--- src/rtl/pgd_pkg.sv ---
// constants, types and helper functions of the pattern generator and detector
package pgd_pkg;

    // register addresses
    localparam logic [7:0] PGD_ADDR_CTRL  = 8'hE0;
    localparam logic [7:0] PGD_ADDR_IRQ   = 8'hE1;
    localparam logic [7:0] PGD_ADDR_LEN   = 8'hE2;
    localparam logic [7:0] PGD_ADDR_TAP   = 8'hE3;
    localparam logic [7:0] PGD_ADDR_ERR   = 8'hE4;
    localparam logic [7:0] PGD_ADDR_SEED0 = 8'hE8;
    localparam logic [7:0] PGD_ADDR_SEED1 = 8'hE9;
    localparam logic [7:0] PGD_ADDR_SEED2 = 8'hEA;
    localparam logic [7:0] PGD_ADDR_SEED3 = 8'hEB;
    localparam logic [7:0] PGD_ADDR_DET0  = 8'hEC;
    localparam logic [7:0] PGD_ADDR_DET1  = 8'hED;
    localparam logic [7:0] PGD_ADDR_DET2  = 8'hEE;
    localparam logic [7:0] PGD_ADDR_DET3  = 8'hEF;

    // pattern_control fields
    localparam int PGD_CTRL_VIEW_HI = 7;
    localparam int PGD_CTRL_VIEW_LO = 6;
    localparam int PGD_CTRL_ZERO_SUPPRESS_ENABLE    = 5;
    localparam int PGD_CTRL_PS      = 4;
    localparam int PGD_CTRL_TX_INVERT    = 3;
    localparam int PGD_CTRL_RX_INVERT    = 2;
    localparam int PGD_CTRL_AUTO    = 1;
    localparam int PGD_CTRL_MAN     = 0;
    localparam logic [7:0] PGD_CTRL_RST = 8'h02;

    // pattern_irq_enable_status fields
    localparam int PGD_IRQ_EN_SYNC = 7;
    localparam int PGD_IRQ_EN_BERR = 6;
    localparam int PGD_IRQ_EN_XFER = 5;
    localparam int PGD_IRQ_SYNC_STATE   = 4;
    localparam int PGD_IRQ_SYNC_CHANGE_FLAG   = 3;
    localparam int PGD_IRQ_BEI     = 2;
    localparam int PGD_IRQ_TRANSFER_DONE_FLAG   = 1;
    localparam int PGD_IRQ_OVR     = 0;

    // error_insertion fields
    localparam int PGD_ERR_EVT = 3;
    localparam int PGD_FLD_W   = 5;
    localparam int PGD_EIR_W   = 3;

    localparam logic [1:0] PGD_VIEW_ERR  = 2'h2;
    localparam logic [1:0] PGD_VIEW_BITS = 2'h3;

    // synchronisation figures, in bits, except the window error limit, which counts errors
    localparam logic [5:0] PGD_SYNC_RUN = 6'h30;
    localparam logic [5:0] PGD_WIN_LEN  = 6'h30;
    localparam logic [4:0] PGD_WIN_LIM  = 5'h0A;
    localparam int         PGD_ZRUN     = 14;

    typedef enum logic [1:0] {PGD_DET_HUNT, PGD_DET_SYNC, PGD_DET_LOST} pgd_det_e;

    // bits between inserted errors for each rate code
    function automatic logic [23:0] pgd_rate_period(input logic [2:0] code);
        logic [23:0] p;
        p = 24'h00_0000;
        case (code)
            3'h1: p = 24'h00_000A;
            3'h2: p = 24'h00_0064;
            3'h3: p = 24'h00_03E8;
            3'h4: p = 24'h00_2710;
            3'h5: p = 24'h01_86A0;
            3'h6: p = 24'h0F_4240;
            3'h7: p = 24'h98_9680;
            default: p = 24'h00_0000;
        endcase
        return p;
    endfunction

    function automatic logic pgd_zero_run(input logic [31:0] sr);
        return (sr[PGD_ZRUN-1:0] == '0);
    endfunction

endpackage

--- src/rtl/pgd_sat_cnt.sv ---
// saturating event counter with synchronous clear
`timescale 1ns/1ps
module pgd_sat_cnt #(
    parameter int W = 32
) (
    input  wire logic         clk_sys_i,
    input  wire logic         rstn_i,
    input  wire logic         clr_i,
    input  wire logic         inc_i,
    output logic [W-1:0]      cnt_o
);
    typedef struct packed {
        logic [W-1:0] cnt;
    } pgd_cnt_s;

    pgd_cnt_s q;
    pgd_cnt_s d;

    always_comb begin
        d = q;
        if (clr_i) begin
            // an event in the clearing cycle opens the new interval
            d.cnt = {{(W-1){1'b0}}, inc_i};
        end else if (inc_i && !(&q.cnt)) begin
            d.cnt = q.cnt + {{(W-1){1'b0}}, 1'b1};
        end
    end

    always_ff @(posedge clk_sys_i or negedge rstn_i) begin
        if (!rstn_i) begin
            q <= '0;
        end else begin
            q <= d;
        end
    end

    assign cnt_o = q.cnt;
endmodule // pgd_sat_cnt

--- src/rtl/pgd_pattern.sv ---
// pattern engine: feedback shift register or repeating seed, one bit per advance
`timescale 1ns/1ps
module pgd_pattern
    import pgd_pkg::*;
(
    input  wire logic                 clk_sys_i,
    input  wire logic                 rstn_i,
    input  wire logic                 adv_i,
    input  wire logic                 load_i,
    input  wire logic [31:0]          seed_i,
    input  wire logic                 ps_i,
    input  wire logic [PGD_FLD_W-1:0] len_i,
    input  wire logic [PGD_FLD_W-1:0] tap_i,
    input  wire logic                 zero_suppress_enable_i,
    input  wire logic                 feed_en_i,
    input  wire logic                 feed_bit_i,
    output logic                      bit_o
);
    typedef struct packed {
        logic [31:0]          sr;
        logic [PGD_FLD_W-1:0] idx;
    } pgd_pat_s;

    pgd_pat_s q;
    pgd_pat_s d;
    logic     fb;

    // length len+1 and tap tap+1 map onto indices len and tap
    assign fb    = q.sr[len_i] ^ q.sr[tap_i];
    assign bit_o = ps_i ? q.sr[q.idx] : (fb | (zero_suppress_enable_i && pgd_zero_run(q.sr)));

    always_comb begin
        d = q;
        if (load_i) begin
            d.sr  = seed_i;
            d.idx = 5'h1F;
        end else if (adv_i) begin
            if (ps_i) begin
                // first pass walks all 32 seed bits, later passes only len+1
                d.idx = (q.idx == '0) ? len_i : q.idx - 5'h01;
            end else begin
                d.sr = {q.sr[30:0], feed_en_i ? feed_bit_i : fb};
            end
        end
    end

    always_ff @(posedge clk_sys_i or negedge rstn_i) begin
        if (!rstn_i) begin
            q <= '0;
        end else begin
            q <= d;
        end
    end
endmodule // pgd_pattern

--- src/rtl/pgd_top.sv ---
// pattern generator and detector with its register file
// Behaviour
// - view select routes error count, bit count or received pattern to readout bytes
// - with zero suppression on, generator forces a one after fourteen zeros in pseudo-random mode only
// - detector expects the same forced ones when zero suppression is on
// - pattern select picks repetitive pattern at 1, pseudo-random at 0
// - tx invert inverts every generated bit before it leaves
// - rx invert inverts received bits before the detector sees them
// - auto resync restarts the hunt after 10 errors in a 48-bit window
// - a 0 to 1 write of manual resync starts one resynchronisation
// - sync state rises after 48 clean bits, falls at 10 errors per window
// - sync change flag sets on gain or loss, clears on status read
// - bit error flag sets on any error detected while in sync, clears on status read
// - bit errors are flagged only while synchronised
// - readout or global update write latches holders and sets transfer flag
// - overrun sets when a new transfer lands on an unread one
// - enables at bits 7, 6, 5 gate sync, error and transfer interrupts
// - pattern length equals length field plus one
// - feedback tap equals tap field plus one
// - each 0 to 1 write of the event bit inserts exactly one error
// - error rate code 0 inserts none, codes 1 to 7 one per ten to ten million
// - writing the seed top byte loads the full seed into the generator
// - repetitive pattern sends seed bit 31 down to 0, then length-1 down to 0
// - holders keep saturating counts of last interval, counting only in sync
// - received-pattern holder keeps last 32 bits, newest in bit zero
//
// The address-and-strobe port was decided locally.
`timescale 1ns/1ps
module pgd_top
    import pgd_pkg::*;
#(
    parameter int CNT_W = 32
) (
    input  wire logic       clk_sys_i,
    input  wire logic       rstn_i,
    input  wire logic [7:0] addr_i,
    input  wire logic [7:0] wdata_i,
    input  wire logic       wr_i,
    input  wire logic       rd_i,
    output logic [7:0]      rdata_o,
    input  wire logic       gupd_i,
    input  wire logic       tx_adv_i,
    output logic            tx_bit_o,
    input  wire logic       rx_valid_i,
    input  wire logic       rx_bit_i,
    output logic            sync_state_o,
    output logic            irq_o
);
    typedef struct packed {
        logic [7:0]           ctrl;
        logic [2:0]           irq_en;
        logic [PGD_FLD_W-1:0] len;
        logic [PGD_FLD_W-1:0] tap;
        logic                 evt;
        logic [PGD_EIR_W-1:0] eir;
        logic [31:0]          seed;
        logic                 sync_chg;
        logic                 bit_err;
        logic                 xfer;
        logic                 overrun_flag;
        logic [31:0]          hold_pat;
        logic [CNT_W-1:0]     hold_err;
        logic [CNT_W-1:0]     hold_bits;
        logic [31:0]          rx_hist;
        pgd_det_e             det_st;
        logic [5:0]           run;
        logic [5:0]           win;
        logic [4:0]           win_err;
        logic                 ev_pend;
        logic [23:0]          rate_cnt;
        logic                 tx_bit;
        logic [7:0]           rdata;
    } pgd_state_s;

    pgd_state_s       q;
    pgd_state_s       d;

    logic             wr_ctrl;
    logic             wr_err;
    logic             seed_load;
    logic             upd;
    logic             st_rd;
    logic             man_rise;
    logic             evt_rise;
    logic             gen_bit;
    logic             det_bit;
    logic             rxb;
    logic             expect_bit;
    logic             bit_bad;
    logic             rate_hit;
    logic             inject;
    logic             in_sync;
    logic             cnt_en;
    logic [4:0]       err_sum;
    logic             lose;
    logic [23:0]      rate_nxt;
    logic [CNT_W-1:0] err_cnt;
    logic [CNT_W-1:0] bit_cnt;
    logic [CNT_W-1:0] view_word;
    logic [7:0]       status;

    // bus decode; everything runs on the system clock so no crossing is needed
    assign wr_ctrl   = wr_i && (addr_i == PGD_ADDR_CTRL);
    assign wr_err    = wr_i && (addr_i == PGD_ADDR_ERR);
    assign seed_load = wr_i && (addr_i == PGD_ADDR_SEED3);
    assign upd       = gupd_i || (wr_i && (addr_i >= PGD_ADDR_DET0) && (addr_i <= PGD_ADDR_DET3));
    assign st_rd     = rd_i && (addr_i == PGD_ADDR_IRQ);
    assign man_rise  = wr_ctrl && wdata_i[PGD_CTRL_MAN] && !q.ctrl[PGD_CTRL_MAN];
    assign evt_rise  = wr_err && wdata_i[PGD_ERR_EVT] && !q.evt;

    // transmit side
    pgd_pattern u_gen (
        .clk_sys_i  (clk_sys_i),
        .rstn_i     (rstn_i),
        .adv_i      (tx_adv_i),
        .load_i     (seed_load),
        .seed_i     ({wdata_i, q.seed[23:0]}),
        .ps_i       (q.ctrl[PGD_CTRL_PS]),
        .len_i      (q.len),
        .tap_i      (q.tap),
        .zero_suppress_enable_i     (q.ctrl[PGD_CTRL_ZERO_SUPPRESS_ENABLE]),
        .feed_en_i  (1'b0),
        .feed_bit_i (1'b0),
        .bit_o      (gen_bit)
    );

    assign rate_nxt = q.rate_cnt + 24'h00_0001;
    assign rate_hit = tx_adv_i && (q.eir != '0) && (rate_nxt >= pgd_rate_period(q.eir));
    assign inject   = q.ev_pend || rate_hit;

    // receive side; while hunting the detector register is loaded from the line
    assign rxb = rx_bit_i ^ q.ctrl[PGD_CTRL_RX_INVERT];

    pgd_pattern u_det (
        .clk_sys_i  (clk_sys_i),
        .rstn_i     (rstn_i),
        .adv_i      (rx_valid_i),
        .load_i     (1'b0),
        .seed_i     (32'h0000_0000),
        .ps_i       (1'b0),
        .len_i      (q.len),
        .tap_i      (q.tap),
        .zero_suppress_enable_i     (q.ctrl[PGD_CTRL_ZERO_SUPPRESS_ENABLE]),
        .feed_en_i  (q.det_st == PGD_DET_HUNT),
        .feed_bit_i (rxb),
        .bit_o      (det_bit)
    );

    // a repeating pattern predicts itself from the bit one length back
    assign expect_bit = q.ctrl[PGD_CTRL_PS] ? q.rx_hist[q.len] : det_bit;
    assign bit_bad    = rx_valid_i && (rxb != expect_bit);
    assign in_sync    = (q.det_st == PGD_DET_SYNC);
    assign cnt_en     = rx_valid_i && in_sync;
    assign err_sum    = q.win_err + {4'h0, bit_bad};
    assign lose       = cnt_en && (err_sum >= PGD_WIN_LIM);

    pgd_sat_cnt #(
        .W (CNT_W)
    ) u_err_cnt (
        .clk_sys_i (clk_sys_i),
        .rstn_i    (rstn_i),
        .clr_i     (upd),
        .inc_i     (cnt_en && bit_bad),
        .cnt_o     (err_cnt)
    );

    pgd_sat_cnt #(
        .W (CNT_W)
    ) u_bit_cnt (
        .clk_sys_i (clk_sys_i),
        .rstn_i    (rstn_i),
        .clr_i     (upd),
        .inc_i     (cnt_en),
        .cnt_o     (bit_cnt)
    );

    always_comb begin
        unique case (q.ctrl[PGD_CTRL_VIEW_HI:PGD_CTRL_VIEW_LO])
            PGD_VIEW_ERR:  view_word = q.hold_err;
            PGD_VIEW_BITS: view_word = q.hold_bits;
            default:       view_word = q.hold_pat;
        endcase
    end

    assign status = {q.irq_en, in_sync, q.sync_chg, q.bit_err, q.xfer, q.overrun_flag};

    always_comb begin
        d = q;
        // register writes
        if (wr_ctrl) begin
            d.ctrl = wdata_i;
        end
        if (wr_i && (addr_i == PGD_ADDR_IRQ)) begin
            d.irq_en = wdata_i[PGD_IRQ_EN_SYNC:PGD_IRQ_EN_XFER];
        end
        if (wr_i && (addr_i == PGD_ADDR_LEN)) begin
            d.len = wdata_i[PGD_FLD_W-1:0];
        end
        if (wr_i && (addr_i == PGD_ADDR_TAP)) begin
            d.tap = wdata_i[PGD_FLD_W-1:0];
        end
        if (wr_err) begin
            d.evt = wdata_i[PGD_ERR_EVT];
            d.eir = wdata_i[PGD_EIR_W-1:0];
        end
        if (wr_i && (addr_i == PGD_ADDR_SEED0)) begin
            d.seed[7:0] = wdata_i;
        end
        if (wr_i && (addr_i == PGD_ADDR_SEED1)) begin
            d.seed[15:8] = wdata_i;
        end
        if (wr_i && (addr_i == PGD_ADDR_SEED2)) begin
            d.seed[23:16] = wdata_i;
        end
        if (seed_load) begin
            d.seed[31:24] = wdata_i;
        end

        // transmit: one bit per strobe, errors and inversion on the way out
        if (tx_adv_i) begin
            d.tx_bit  = gen_bit ^ inject ^ q.ctrl[PGD_CTRL_TX_INVERT];
            d.ev_pend = 1'b0;
        end
        if (evt_rise) begin
            d.ev_pend = 1'b1;
        end
        if (q.eir == '0) begin
            d.rate_cnt = '0;
        end else if (tx_adv_i) begin
            d.rate_cnt = rate_hit ? 24'h00_0000 : rate_nxt;
        end

        // receive: history, then synchronisation state
        if (rx_valid_i) begin
            d.rx_hist = {q.rx_hist[30:0], rxb};
        end
        if (rx_valid_i) begin
            unique case (q.det_st)
                PGD_DET_SYNC: begin
                    if (lose) begin
                        // without auto resync the detector free-runs until a manual restart
                        d.det_st  = q.ctrl[PGD_CTRL_AUTO] ? PGD_DET_HUNT : PGD_DET_LOST;
                        d.run     = '0;
                        d.win     = '0;
                        d.win_err = '0;
                    end else if (q.win == PGD_WIN_LEN - 6'h01) begin
                        d.win     = '0;
                        d.win_err = '0;
                    end else begin
                        d.win     = q.win + 6'h01;
                        d.win_err = err_sum;
                    end
                end
                PGD_DET_HUNT, PGD_DET_LOST: begin
                    if (bit_bad) begin
                        d.run = '0;
                    end else if (q.run == PGD_SYNC_RUN - 6'h01) begin
                        d.det_st  = PGD_DET_SYNC;
                        d.run     = '0;
                        d.win     = '0;
                        d.win_err = '0;
                    end else begin
                        d.run = q.run + 6'h01;
                    end
                end
            endcase
        end
        if (man_rise) begin
            d.det_st  = PGD_DET_HUNT;
            d.run     = '0;
            d.win     = '0;
            d.win_err = '0;
        end

        // accumulation transfer
        if (upd) begin
            d.hold_pat  = q.rx_hist;
            d.hold_err  = err_cnt;
            d.hold_bits = bit_cnt;
        end

        // sticky flags: a status read clears, a same-cycle event wins, except overrun, which a same-cycle read suppresses
        d.sync_chg = ((d.det_st == PGD_DET_SYNC) != in_sync) || (q.sync_chg && !st_rd);
        d.bit_err  = (cnt_en && bit_bad) || (q.bit_err && !st_rd);
        d.xfer     = upd || (q.xfer && !st_rd);
        d.overrun_flag      = (upd && q.xfer && !st_rd) || (q.overrun_flag && !st_rd);

        // read data for the next cycle only
        d.rdata = 8'h00;
        if (rd_i) begin
            unique case (addr_i)
                PGD_ADDR_CTRL:  d.rdata = q.ctrl;
                PGD_ADDR_IRQ:   d.rdata = status;
                PGD_ADDR_LEN:   d.rdata = {3'h0, q.len};
                PGD_ADDR_TAP:   d.rdata = {3'h0, q.tap};
                PGD_ADDR_ERR:   d.rdata = {4'h0, q.evt, q.eir};
                PGD_ADDR_SEED0: d.rdata = q.seed[7:0];
                PGD_ADDR_SEED1: d.rdata = q.seed[15:8];
                PGD_ADDR_SEED2: d.rdata = q.seed[23:16];
                PGD_ADDR_SEED3: d.rdata = q.seed[31:24];
                PGD_ADDR_DET0:  d.rdata = view_word[7:0];
                PGD_ADDR_DET1:  d.rdata = view_word[15:8];
                PGD_ADDR_DET2:  d.rdata = view_word[23:16];
                PGD_ADDR_DET3:  d.rdata = view_word[31:24];
                default:        d.rdata = 8'h00;
            endcase
        end
    end

    always_ff @(posedge clk_sys_i or negedge rstn_i) begin
        if (!rstn_i) begin
            q        <= '0;
            q.ctrl   <= PGD_CTRL_RST;
            q.det_st <= PGD_DET_HUNT;
        end else begin
            q <= d;
        end
    end

    assign rdata_o      = q.rdata;
    assign tx_bit_o     = q.tx_bit;
    assign sync_state_o = in_sync;
    assign irq_o        = |(q.irq_en & {q.sync_chg, q.bit_err, q.xfer});
endmodule // pgd_top

--- config.mk ---
export PLATFORM = sky130hd
export DESIGN_NAME = pgd_top
export DESIGN_NICKNAME = d
export VERILOG_FILES = /design/src/rtl/pgd_pkg.sv /design/src/rtl/pgd_sat_cnt.sv /design/src/rtl/pgd_pattern.sv /design/src/rtl/pgd_top.sv
export SDC_FILE = /design/constraint.sdc
export NUM_CORES = 1
export LEC_CHECK = 0
export BUFFER_PORTS_ARGS = -buffer_cell sky130_fd_sc_hd__buf_2
export CAP_MARGIN = 40
export CORE_MARGIN = 2
export CORE_UTILIZATION = 55
export DETAILED_ROUTE_END_ITERATION = 10
export HOLD_SLACK_MARGIN = 0.06
export PLACE_DENSITY = 0.74
export SYNTH_ARGS = -nofsm -noshare
export SYNTH_HDL_FRONTEND = slang
export SYNTH_HIERARCHICAL = 1
export SYNTH_SLANG_ARGS = --single-unit
--- constraint.sdc ---
create_clock -name clk_sys_i -period 4.5 [get_ports clk_sys_i]
set_input_delay 0.45 -clock clk_sys_i [delete_from_list [all_inputs] [get_ports clk_sys_i]]
set_output_delay 0.45 -clock clk_sys_i [all_outputs]
set_load 0.05 [all_outputs]
After elaboration in Yosys (flattened, before gate mapping)
Cells that the tools add are included.

storage, ports and cells
  register bits = 375

cells by class
  add/sub/neg operators = 7
  $lt $le $gt $ge = 7
  eq/ne operators = 33
  mux-type cells = 46
  bitwise operators = 8
  reduce and logical (&&, ||, !) cells = 64

operator list
  kind                     number
  $pmux W24 S7             1
  $mux W32                 5
  $eq A8 B8 Y1 const B     13
  $pmux W8 S13             1
  $mux W37                 2
  $mux W24                 3
  $add A32 B1 Y32 const B  2
  $pmux W32 S2             1
  $reduce_and A32 Y1       2
  $mux W11                 4
  $mux W19                 2
  $pmux W19 S2             1
  $logic_and A1 B1 Y1      32
  $bmux W1 S5              6
  $logic_not A14 Y1        2
  $add A24 B1 Y24 const B  1
  $ge A24 B24 Y1           1
  $lt A5 B6 Y1 const B     3
  $mux W8                  2
  $reduce_bool A2 Y1       7
  $add A6 B1 Y6 const B    2
  $eq A3 B3 Y1 const B     4
  $eq A6 B6 Y1 const B     2
  $mux W6                  2
  29 further kinds         64

Longest topological paths before layout
Gate-level depths: netlist of the first run.

  depth after elaboration = 17
  depth in mapped cells = 24
  gate-level depth less buffers = 21

Cells and area by module
Netlist of the first run, hierarchy kept.

modules (own cells, without submodules)
  module                   instances  cells an instance  area each (um^2)  seq. area each (um^2)
  pgd_top                  1          1057               12324.3           6057.1
  pgd_pattern              2          293                2738.9            925.9
  pgd_sat_cnt (u_bit_cnt)  1          199                1876.8            800.8
  pgd_sat_cnt (u_err_cnt)  1          195                1846.8            800.8

Worst setup path after synthesis of the first run
OpenSTA, ideal clock, no wires.

  path type = reg-to-reg
  start point = register q[227] (netlist name)
  end point = register q[42] (netlist name)
  library setup time = 0.087 ns
  arrival = 4.286 ns
  setup slack = 0.128 ns
  cell stages (with the launch flop) = 25
  buffers on the path = 3
  clock period less this slack = 4.372 ns
  path through = dfrtp_1 > buf_6 > buf_6 > mux2i_1 > a22oi_1 > nand3_1 > nand2_1 > a311oi_1 > xnor2_1 > a21oi_1 > or2_2 > o31ai_4 > xnor2_2 > and2_1 > ha_1 > ha_1 > a21boi_0 > o21ai_0 > o31a_1 > nor2_1 > nor3_1 > and2_0 > clkbuf_1 > nand3_1 > o211ai_1

==> results of run 1 <==
==> through the flow <==
| stage | power (mW) | util | TNS (ns) |
|---|---|---|---|
| after floorplan | 5.508 | - | 0 |
| after global placement | 6.060 | 0.5782 | -0.1723 |
| after detailed placement | 6.134 | 0.5789 | -0.7106 |
| after CTS | 9.783 | 0.6176 | 0 |
| after global routing | 10.21 | 0.6219 | 0 |
| final | 9.808 | 0.6219 | 0 |
==> worst register-to-register path: stages, from the launching register on <==
cell	delay, ns
dfrtp_4	0.49
buf_6	0.16
mux2i_1	0.17
a21oi_1	0.08
nand3_1	0.10
nand2_1	0.07
a311oi_2	0.34
xnor2_2	0.19
a21oi_2	0.11
or2_4	0.27
o31ai_4	0.07
xnor2_2	0.11
and2_4	0.17
ha_4	0.18
ha_4	0.18
nor2b_4	0.11
a211oi_1	0.06
o31a_1	0.30
nand2_1	0.10
a21oi_2	0.07
or4_4	0.43
a2111oi_4	0.35
a21o_1	0.11
==> cell families (layout without fill, tap and decap cells) <==
family          Yosys count  count (layout)  synth area share
compound gates          393             393            0.1215
xor+xnor                 70              70           0.02883
fa+ha+maj                29              29           0.01686
buf+inv                 148             200           0.03354
flops                   380             380            0.4418
mux                     393             393            0.2073
other cells               1              46         0.0001742
simple gates            623             623            0.1499
==> registers in the layout, summed over array words and instances (netlist names) <==
| register | count |
|---|---|
| u_det/q | 37 |
| tx_bit_o | 1 |
| u_bit_cnt/cnt_o | 32 |
| u_err_cnt/cnt_o | 32 |
| rdata_o | 8 |
| q | 233 |
| u_gen/q | 37 |
==> synthesized netlist by cell type, types with 7 or more instances <==
cell and n:
o31ai_1 11, and2_1 15, nand2_1 226, a211oi_1 22, mux2_2 190, a22oi_1 21, a21oi_1 99, a22o_1 10
a2111oi_0 7, nand2b_1 16, dfrtp_1 379, nor4_1 23, or3_1 25, and3_1 18, xnor2_1 49, nor2_1 91
ha_1 29, nor2b_1 22, mux2i_1 180, nor3_1 14, buf_4 12, buf_2 16, buf_6 9, nand3_1 74
or4_1 7, xor2_1 20, mux4_2 22, o22ai_1 18, and4_1 7, o21ai_0 120, a221oi_1 7, buf_1 12
o211ai_1 10, clkbuf_1 67, nand4_1 32, inv_1 29
==> path summary, 6_finish.rpt <==
check	slack (ns)	end	startpoint
worst max-delay path	0.24	q[49]	q[222]
worst min-delay path	0.13	q[181]	rd_i
max in group asynchronous	2.76	u_gen/q[4]	rstn_i
worst min register to register	0.50	q[180]	q[180]
worst max register to register	0.24	q[49]	q[222]
min in group asynchronous	0.54	q[31]	rstn_i
==> cell type report <==
class | instances | area, µm²
Fill cell | 3067 | 14610
Multi-Input combinational cell | 1553 | 11580
Sequential cell | 380 | 9520
Clock buffer | 56 | 1205
Timing Repair Buffer | 92 | 698.2
Tap cell | 518 | 648.1
Clock inverter | 23 | 270.3
Inverter | 29 | 111.4
Antenna cell | 1 | 2.502
==> repair_timing <==
action	in CTS	in global routing
endpoints found under the hold margin	102	0
setup endpoints to repair	9	12
resized for setup	3	21
pin swaps	0	9
setup buffers	1	6
hold buffers	1	0
==> routing by layer <==
metal  wire, µm  vias up
met2      26630      530
met3       3066      120
met1      24680     8221
met5          0        -
met4       1872        0
li1           -     7600
==> where the power goes <==
part	leakage [nW]	internal, mW	switching, mW
clock	0.722	2.14	1.49
sequential	5.00	3.88	0.622
combinational	4.37	0.831	0.840
total	10.1	6.85	2.96
==> impl_metrics.tcl, run 1 <==
set metrics [dict create \
    status "completed" \
    postRouteAntennaNets 0 \
    ir_worst_vdd_mv 0.2911 \
    grt-busiest-layer "met2" \
    crit_cells 22 \
    seq_area_frac_synth 0.4418 \
    synth_area_leaders "dfrtp_1, mux2_2, mux2i_1, nand2_1, o21ai_0" \
    design_area_mm2 0.02403 \
    max_stage_delay_ns 0.49 \
    post-synth-top-area-cell "dfrtp_1" \
    nets 2152 \
    grt.met1_usage 0.3841 \
    p_per_area_mw_per_mm2 408.1 \
    fin_hold_ws_ns 0.1280 \
    required_ns 5.01 \
    root_buffer "clkbuf_16" \
    cts.clk_slew.worst_paths_ns 0.06 \
    use_met2 0.4437 \
    die_h_um 201.8 \
    period_share 0.9467 \
    groute.layer.met3.usage 0.03950 \
    detail_route.iter0.violations 1273 \
    synth_top_area_share 0.4406 \
    maxSlewHeadroom 0.3571 \
    crit_path_start_kind "flop" \
    final.setup.worst_slack_ns 0.2396 \
    period_needed_ns 4.260 \
    synthCells 2037 \
    yosysWarnings 6 \
    synth-async-reset-ratio 1.000 \
    critPathMaxFanout 8 \
    gr-total-overflow 0 \
    crit_path_cell_trace "buf_6 > mux2i_1 > a21oi_1 > nand3_1 > nand2_1 > a311oi_2 > xnor2_2 > a21oi_2 > or2_4 > o31ai_4 > xnor2_2 > and2_4 > ha_4 > ha_4 > nor2b_4 > a211oi_1 > o31a_1 > nand2_1 > a21oi_2 > or4_4 > a2111oi_4 > a21o_1" \
    p_leak_nw 10.10 \
    grt_setup_unrepaired "no" \
    finalSetupViolCount 0 \
    syn_to_final_growth_pct 11.65 \
    syn_area_mm2 0.02153 \
    cpLargestDelayFamily "compound AO/OA/AOI/OAI gates" \
    crit_buf_inv 1 \
    final_hold_viol_count 0 \
    avgRoutedWirePerCell_um 21.21 \
    dieArea_mm2 0.04074 \
    drc 0 \
    ys_types 103 \
    antenna_found_initial 1 \
    synth_flop_cell "dfrtp_1" \
    tightest_slew_ns 0.9623 \
    layout_common_cells "dfrtp_1, nand2_1, mux2_2, mux2i_1, o21ai_0" \
    grt_start_max_net_pins 108 \
    coreArea_mm2 0.03865 \
    first_pass_iters 7 \
    ios 35 \
    reg2reg_depth 22 \
    syn-mean-instance-area_um2 10.57 \
    dp_slack_ns -0.1487 \
    max_clock_freq_mhz 234.7 \
    start_util 0.5570 \
    finClkSkew_ns 0.02514 \
    cp_data_arrival_time_ns 4.77 \
    cts_tree "built" \
    die_x_um 201.8 \
    min_path_cells 2 \
    final_cells 2652 \
    drive_above_1_share 0.2091 \
    endpoint_kind "flop" \
    dp.cells 2564 \
    final_common_cell "dfrtp_1" \
    vias 16470 \
    cpMaxStageDelayCell "dfrtp_4" \
    synth_edf_count 0 \
    numCtsBuffers 43 \
    maxSlewViolCount 0 \
    rows 72 \
    cts_sinks 380 \
    grt_util_all_layers 0.2770 \
    clkLatencyLatePin_ns 0.59 \
    cts_max_level 2 \
    critical_path_class "reg -> reg" \
    viasPerCell 6.211 \
    port-buffer-count 34 \
    routed_wl_um 56250 \
    gp_congestion 0.9480 \
    hpwl_um 39190 \
    cap_violations 0 \
    grt_pass1_vias 16450 \
    grt_pass1_wl_um 90700 \
    synth-seq-cells 380 \
    clock_path_buffers 3 \
    hp-class "in -> reg" \
    placed_area_mm2 0.02237 \
]
(Power assumes the default switching activity.)
==> run 2: changes to the inputs <==
Settings changed: BUFFER_PORTS_ARGS -buffer_cell sky130_fd_sc_hd__buf_2 to default, DONT_BUFFER_PORTS from default to 1, PLACE_DENSITY 0.74 to 0.73.
==> run 2 against run 1 <==
Compared with the run above:
- the run now ends with hold timing left
- sequential share of layout area up 0.31 points
- final area fell by 0.78%
- final cell count decreased by 0.98%
- via count grew 0.26%
- flip-flop and latch count unchanged
- worst setup slack worse by 0.034 ns
- sequential power barely moved
- worst hold slack worse by 0.55 ns
- clock skew is 0.0018 ns higher
- global-route usage increased by 0.14 points
- largest power group unchanged
- highest routed layer unchanged
==> impl_metrics.tcl, run 2 (same netlist as run 1, synthesis figures left out) <==
set metrics [dict create \
    status "finished with violations" \
    violations "hold timing" \
    ios 35 \
    p_leak_nw 9.946 \
    design_area_mm2 0.02385 \
    tightest_slew_ns 1.304 \
    hpwl_um 37390 \
    cts.clk_slew.worst_paths_ns 0.06 \
    drive_above_1_share 0.1937 \
    finClkSkew_ns 0.02695 \
    p_per_area_mw_per_mm2 402.5 \
    die_x_um 201.8 \
    rows 72 \
    final_cells 2626 \
    largest_reg_flops 233 \
    maxSlewHeadroom 0.1304 \
    drc 0 \
    ff2ff_setup_slack_ns 0.21 \
    cts_max_level 2 \
    first_pass_iters 5 \
    vias 16510 \
    layout_common_cells "dfrtp_1, nand2_1, mux2_2, mux2i_1, o21ai_0" \
    root_buffer "clkbuf_16" \
    finalSetupViolCount 0 \
    grt_pass1_vias 16370 \
    cpLargestDelayFamily "compound AO/OA/AOI/OAI gates" \
    crit_path_start_kind "flop" \
    dp_slack_ns -0.1159 \
    period_needed_ns 4.294 \
    start_util 0.5570 \
    routed_wl_um 55880 \
    maxSlewViolCount 0 \
    coreArea_mm2 0.03865 \
    placed_area_mm2 0.02208 \
    critical_path_class "reg -> reg" \
    detail_route.iter0.violations 1286 \
    numCtsBuffers 43 \
    postRouteAntennaNets 0 \
    cts_tree "built" \
    nets 2124 \
    cp_data_arrival_time_ns 4.80 \
    viasPerCell 6.289 \
    avgRoutedWirePerCell_um 21.28 \
    die_h_um 201.8 \
    final_hold_viol_count 379 \
    regMostFlops "q" \
    grt_start_max_net_pins 381 \
    period_share 0.9543 \
    antenna_found_initial 1 \
    clock_path_buffers 3 \
    final_common_cell "dfrtp_1" \
    reg_top3 "q: 233 flops, u_det/q: 37 flops, u_gen/q: 37 flops" \
    fin_hold_ws_ns -0.4253 \
    critPathMaxFanout 5 \
    max_clock_freq_mhz 232.9 \
    gp_congestion 0.9233 \
    use_met2 0.4482 \
    ir_worst_vdd_mv 0.2916 \
    clkLatencyLatePin_ns 0.59 \
    dp.cells 2522 \
    crit_buf_inv 1 \
    grt_util_all_layers 0.2784 \
    grt.met1_usage 0.3801 \
    hold_buffers 12 \
    max_stage_delay_ns 0.50 \
    grt-busiest-layer "met2" \
    cts_sinks 380 \
    cpMaxStageDelayCell "dfrtp_4" \
    final.setup.worst_slack_ns 0.2056 \
    endpoint_kind "flop" \
    cap_violations 0 \
    gr-total-overflow 0 \
    dieArea_mm2 0.04074 \
    required_ns 5.01 \
    syn_to_final_growth_pct 10.78 \
    port-buffer-count 0 \
    hp-class "in -> async" \
    grt_pass1_wl_um 90560 \
    groute.layer.met3.usage 0.05047 \
    crit_path_cell_trace "buf_4 > mux2i_1 > a22oi_1 > nand4b_1 > a21oi_1 > a311oi_2 > xnor2_2 > a21oi_2 > or2_4 > o31ai_4 > xnor2_2 > and2_4 > ha_4 > ha_4 > nor2b_2 > a211oi_1 > o31a_1 > nand2_1 > a21oi_2 > or4_1 > a2111oi_2 > a21o_1" \
]
## run 2: changes by cell type in the layout (fill, tap and decap cells not counted), sizes merged
| cell | delta |
|---|---|
| buf | -38 |
| dlygate4sd3 | +10 |
| clkbuf | +4 |
| bufinv | -2 |
| clkinv | -1 |
| clkinvlp | +1 |
| diode | +1 |
| inv | -1 |
## run 2: layout make-up
type                    instances  area [µm²]
flip-flops and latches        380        9520
repair buffers                 64       550.5
well taps                     518       648.1
clock buffers                  60        1250
clock inverters                20       207.7
inverters                      29       111.4
fillers                      3114       14800
multi-input cells            1553       11550
diodes                          2       5.005
## run 2: power breakdown
part           switching (mW)  total [mW]  internal (mW)
combinational           0.705        1.52          0.815
clock                    1.49        3.57           2.08
sequential              0.624        4.51           3.88
## run 2: routing by layer
layer / wire, µm / part of all wire / up-vias
li1: - / - / 7558
met2: 26150 / 0.47 / 534
met3: 3530 / 0.063 / 126
met4: 1892 / 0.034 / 0
met1: 24310 / 0.44 / 8296
met5: 0 / 0 / -
## run 2: final timing paths
| check | start | to | depth (start not counted) |
|---|---|---|---|
| setup / recovery | q[222] | q[49] | 22 |
| hold / removal | rstn_i | q[31] | 0 |
| setup reg to reg | q[222] | q[49] | 22 |
| hold reg to reg | q[150] | q[150] | 1 |
| max in group asynchronous | rstn_i | q[227] | 0 |
| min in group clk_sys_i | tx_adv_i | q[17] | 3 |
## run 2: worst register-to-register path, cell delays in order (launching register included)
cell and delay (ns):
dfrtp_4 0.50, buf_4 0.17, mux2i_1 0.12, a22oi_1 0.20
nand4b_1 0.13, a21oi_1 0.18, a311oi_2 0.07, xnor2_2 0.23
a21oi_2 0.11, or2_4 0.26, o31ai_4 0.07, xnor2_2 0.12
and2_4 0.18, ha_4 0.17, ha_4 0.18, nor2b_2 0.11
a211oi_1 0.06, o31a_1 0.27, nand2_1 0.09, a21oi_2 0.06
or4_1 0.42, a2111oi_2 0.38, a21o_1 0.12
## run 2: metrics by stage
stage	utilization	setup TNS, ns	total power [mW]
global route	0.6170	-0.002387	10.02
floorplan	-	0	5.508
finish	0.6170	0	9.599
global placement	0.5712	-0.09383	5.910
CTS	0.6129	0	9.612
detailed placement	0.5714	-0.5170	5.978
## run 2: timing repair
| item | 4_1_cts | 5_1_grt |
|---|---|---|
| endpoints found under the hold margin | 498 | 380 |
| gates resized for setup | 4 | 19 |
| setup endpoints to repair | 9 | 14 |
| buffers inserted | 1 | 9 |
| pin swaps | 0 | 6 |
==> run 3: changes to the inputs <==
Settings changed: PLACE_DENSITY 0.73 to 0.69.
==> run 3 against run 2 <==
Compared with the run above:
- the flow still finishes with violations (hold timing)
- sequential share of layout area down 0.22 points
- global-route usage grew 0.31 points
- worst setup slack got worse by 0.0063 ns
- critical path type unchanged
- largest cell class unchanged
==> impl_metrics.tcl, run 3 (same netlist as run 1, synthesis figures left out) <==
set metrics [dict create \
    status "finished with violations" \
    violations "hold timing" \
    gr-total-overflow 0 \
    grt_start_max_net_pins 381 \
    ff2ff_setup_slack_ns 0.20 \
    nets 2118 \
    max_stage_delay_ns 0.53 \
    grt_pass1_vias 16260 \
    fin_hold_ws_ns -0.4186 \
    cap_violations 0 \
    endpoint_kind "flop" \
    cpMaxStageDelayCell "dfrtp_4" \
    syn_to_final_growth_pct 11.40 \
    regMostFlops "q" \
    numCtsBuffers 42 \
    ios 35 \
    cts.clk_slew.worst_paths_ns 0.06 \
    tightest_slew_ns 0.9825 \
    rr_endpoint "q[49]" \
    first_pass_iters 5 \
    required_ns 5.02 \
    reg_top3 "q: 233 flops, u_det/q: 37 flops, u_gen/q: 37 flops" \
    clock_path_buffers 3 \
    final_common_cell "dfrtp_1" \
    drive_above_1_share 0.1916 \
    design_area_mm2 0.02398 \
    viasPerCell 6.233 \
    hold_buffers 12 \
    period_share 0.9557 \
    finalSetupViolCount 0 \
    dieArea_mm2 0.04074 \
    max_clock_freq_mhz 232.5 \
    reg2reg_depth 22 \
    ir_worst_vdd_mv 0.2556 \
    crit_path_cell_trace "buf_6 > mux2i_2 > a22oi_1 > nand3_1 > nand2_1 > a311oi_2 > xnor2_2 > a21oi_2 > or2_4 > o31ai_4 > xnor2_2 > and2_1 > ha_4 > ha_4 > a21boi_1 > o21ai_0 > o31a_1 > nand2_1 > a21oi_2 > or4_4 > a2111oi_4 > a21o_1" \
    rows 72 \
    critPathMaxFanout 7 \
    hpwl_um 37850 \
    crit_path_start_kind "flop" \
    final_cells 2617 \
    cts_max_level 2 \
    die_x_um 201.8 \
    avgRoutedWirePerCell_um 21.67 \
    final_hold_viol_count 379 \
    p_per_area_mw_per_mm2 418.7 \
    antenna_found_initial 2 \
    clkLatencyLatePin_ns 0.58 \
    final.setup.worst_slack_ns 0.1993 \
    hp-class "in -> async" \
    detail_route.iter0.violations 1269 \
    coreArea_mm2 0.03865 \
    design_power_total_mw 10.04 \
    start_util 0.5570 \
    period_needed_ns 4.301 \
    cts_tree "built" \
    gp_congestion 0.9147 \
    crit_buf_inv 1 \
    maxSlewHeadroom 0.3450 \
    root_buffer "clkbuf_16" \
    cpLargestDelayFamily "compound AO/OA/AOI/OAI gates" \
    vias 16310 \
    critical_path_class "reg -> reg" \
    largest_reg_flops 233 \
    cp_data_arrival_time_ns 4.82 \
    nFillCells 3041 \
    r2r_start "q[227]" \
    grt_util_all_layers 0.2815 \
    die_h_um 201.8 \
    placed_area_mm2 0.02207 \
    routed_wl_um 56700 \
    finClkSkew_ns 0.02010 \
    layout_common_cells "dfrtp_1, nand2_1, mux2_2, mux2i_1, o21ai_0" \
    p_leak_nw 10.00 \
    grt_pass1_wl_um 91460 \
    maxSlewViolCount 0 \
    postRouteAntennaNets 0 \
    drc 0 \
    port-buffer-count 0 \
    cts_sinks 380 \
    dp.cells 2519 \
    dp_slack_ns -0.1209 \
]
## run 3: layout make-up
class	count	area, µm²	area share
multi-input cells	1553	11570	0.4827
repair buffers	59	511.7	0.02134
diodes	1	2.502	0.0001044
inverters	29	111.4	0.004644
clock inverters	25	451.7	0.01884
well taps	518	648.1	0.02703
clock buffers	52	1160	0.04837
flip-flops and latches	380	9520	0.3970
## run 3: through the flow
step | setup TNS (ns) | utilization
after global placement | -0.002264 | 0.5704
after global routing | -0.03703 | 0.6204
final | 0 | 0.6205
after CTS | -0.01531 | 0.6174
after detailed placement | -0.4231 | 0.5712
after floorplan | 0 | -
## run 3: power breakdown
part / total [mW] / switching [mW] / internal [mW]
combinational: 1.54 / 0.734 / 0.811
sequential: 4.50 / 0.621 / 3.88
clock: 3.99 / 1.46 / 2.53
total: 10.0 / 2.82 / 7.22
## run 3: repair_timing
item	CTS	global route
buffers inserted	4	3
gates resized for setup	5	17
pin swaps	0	4
setup endpoints to repair	9	15
hold endpoints to repair	496	380
## run 3: per-layer routing
layer	wire, µm	track usage	vias up
li1	-	-	7535
met1	25230	0.3925	8218
met2	26620	0.4456	443
met3	3038	0.04853	114
met4	1793	0.09926	2
met5	13	0	-
## run 3: how the worst max path moves through the flow
| stage | from | end | slack, ns | depth (start not counted) |
|---|---|---|---|---|
| 2_1_floorplan | q[227] | q[42] | 0.13 | 24 |
| 3_3_place_gp | q[227] | q[36] | -0.002 | 21 |
| 3_5_place_dp | q[227] | q[49] | -0.12 | 20 |
| 4_1_cts | q[227] | q[49] | -0.02 | 22 |
| 5_1_grt | q[227] | q[49] | -0.03 | 22 |
| 6_report | q[227] | q[49] | 0.20 | 22 |
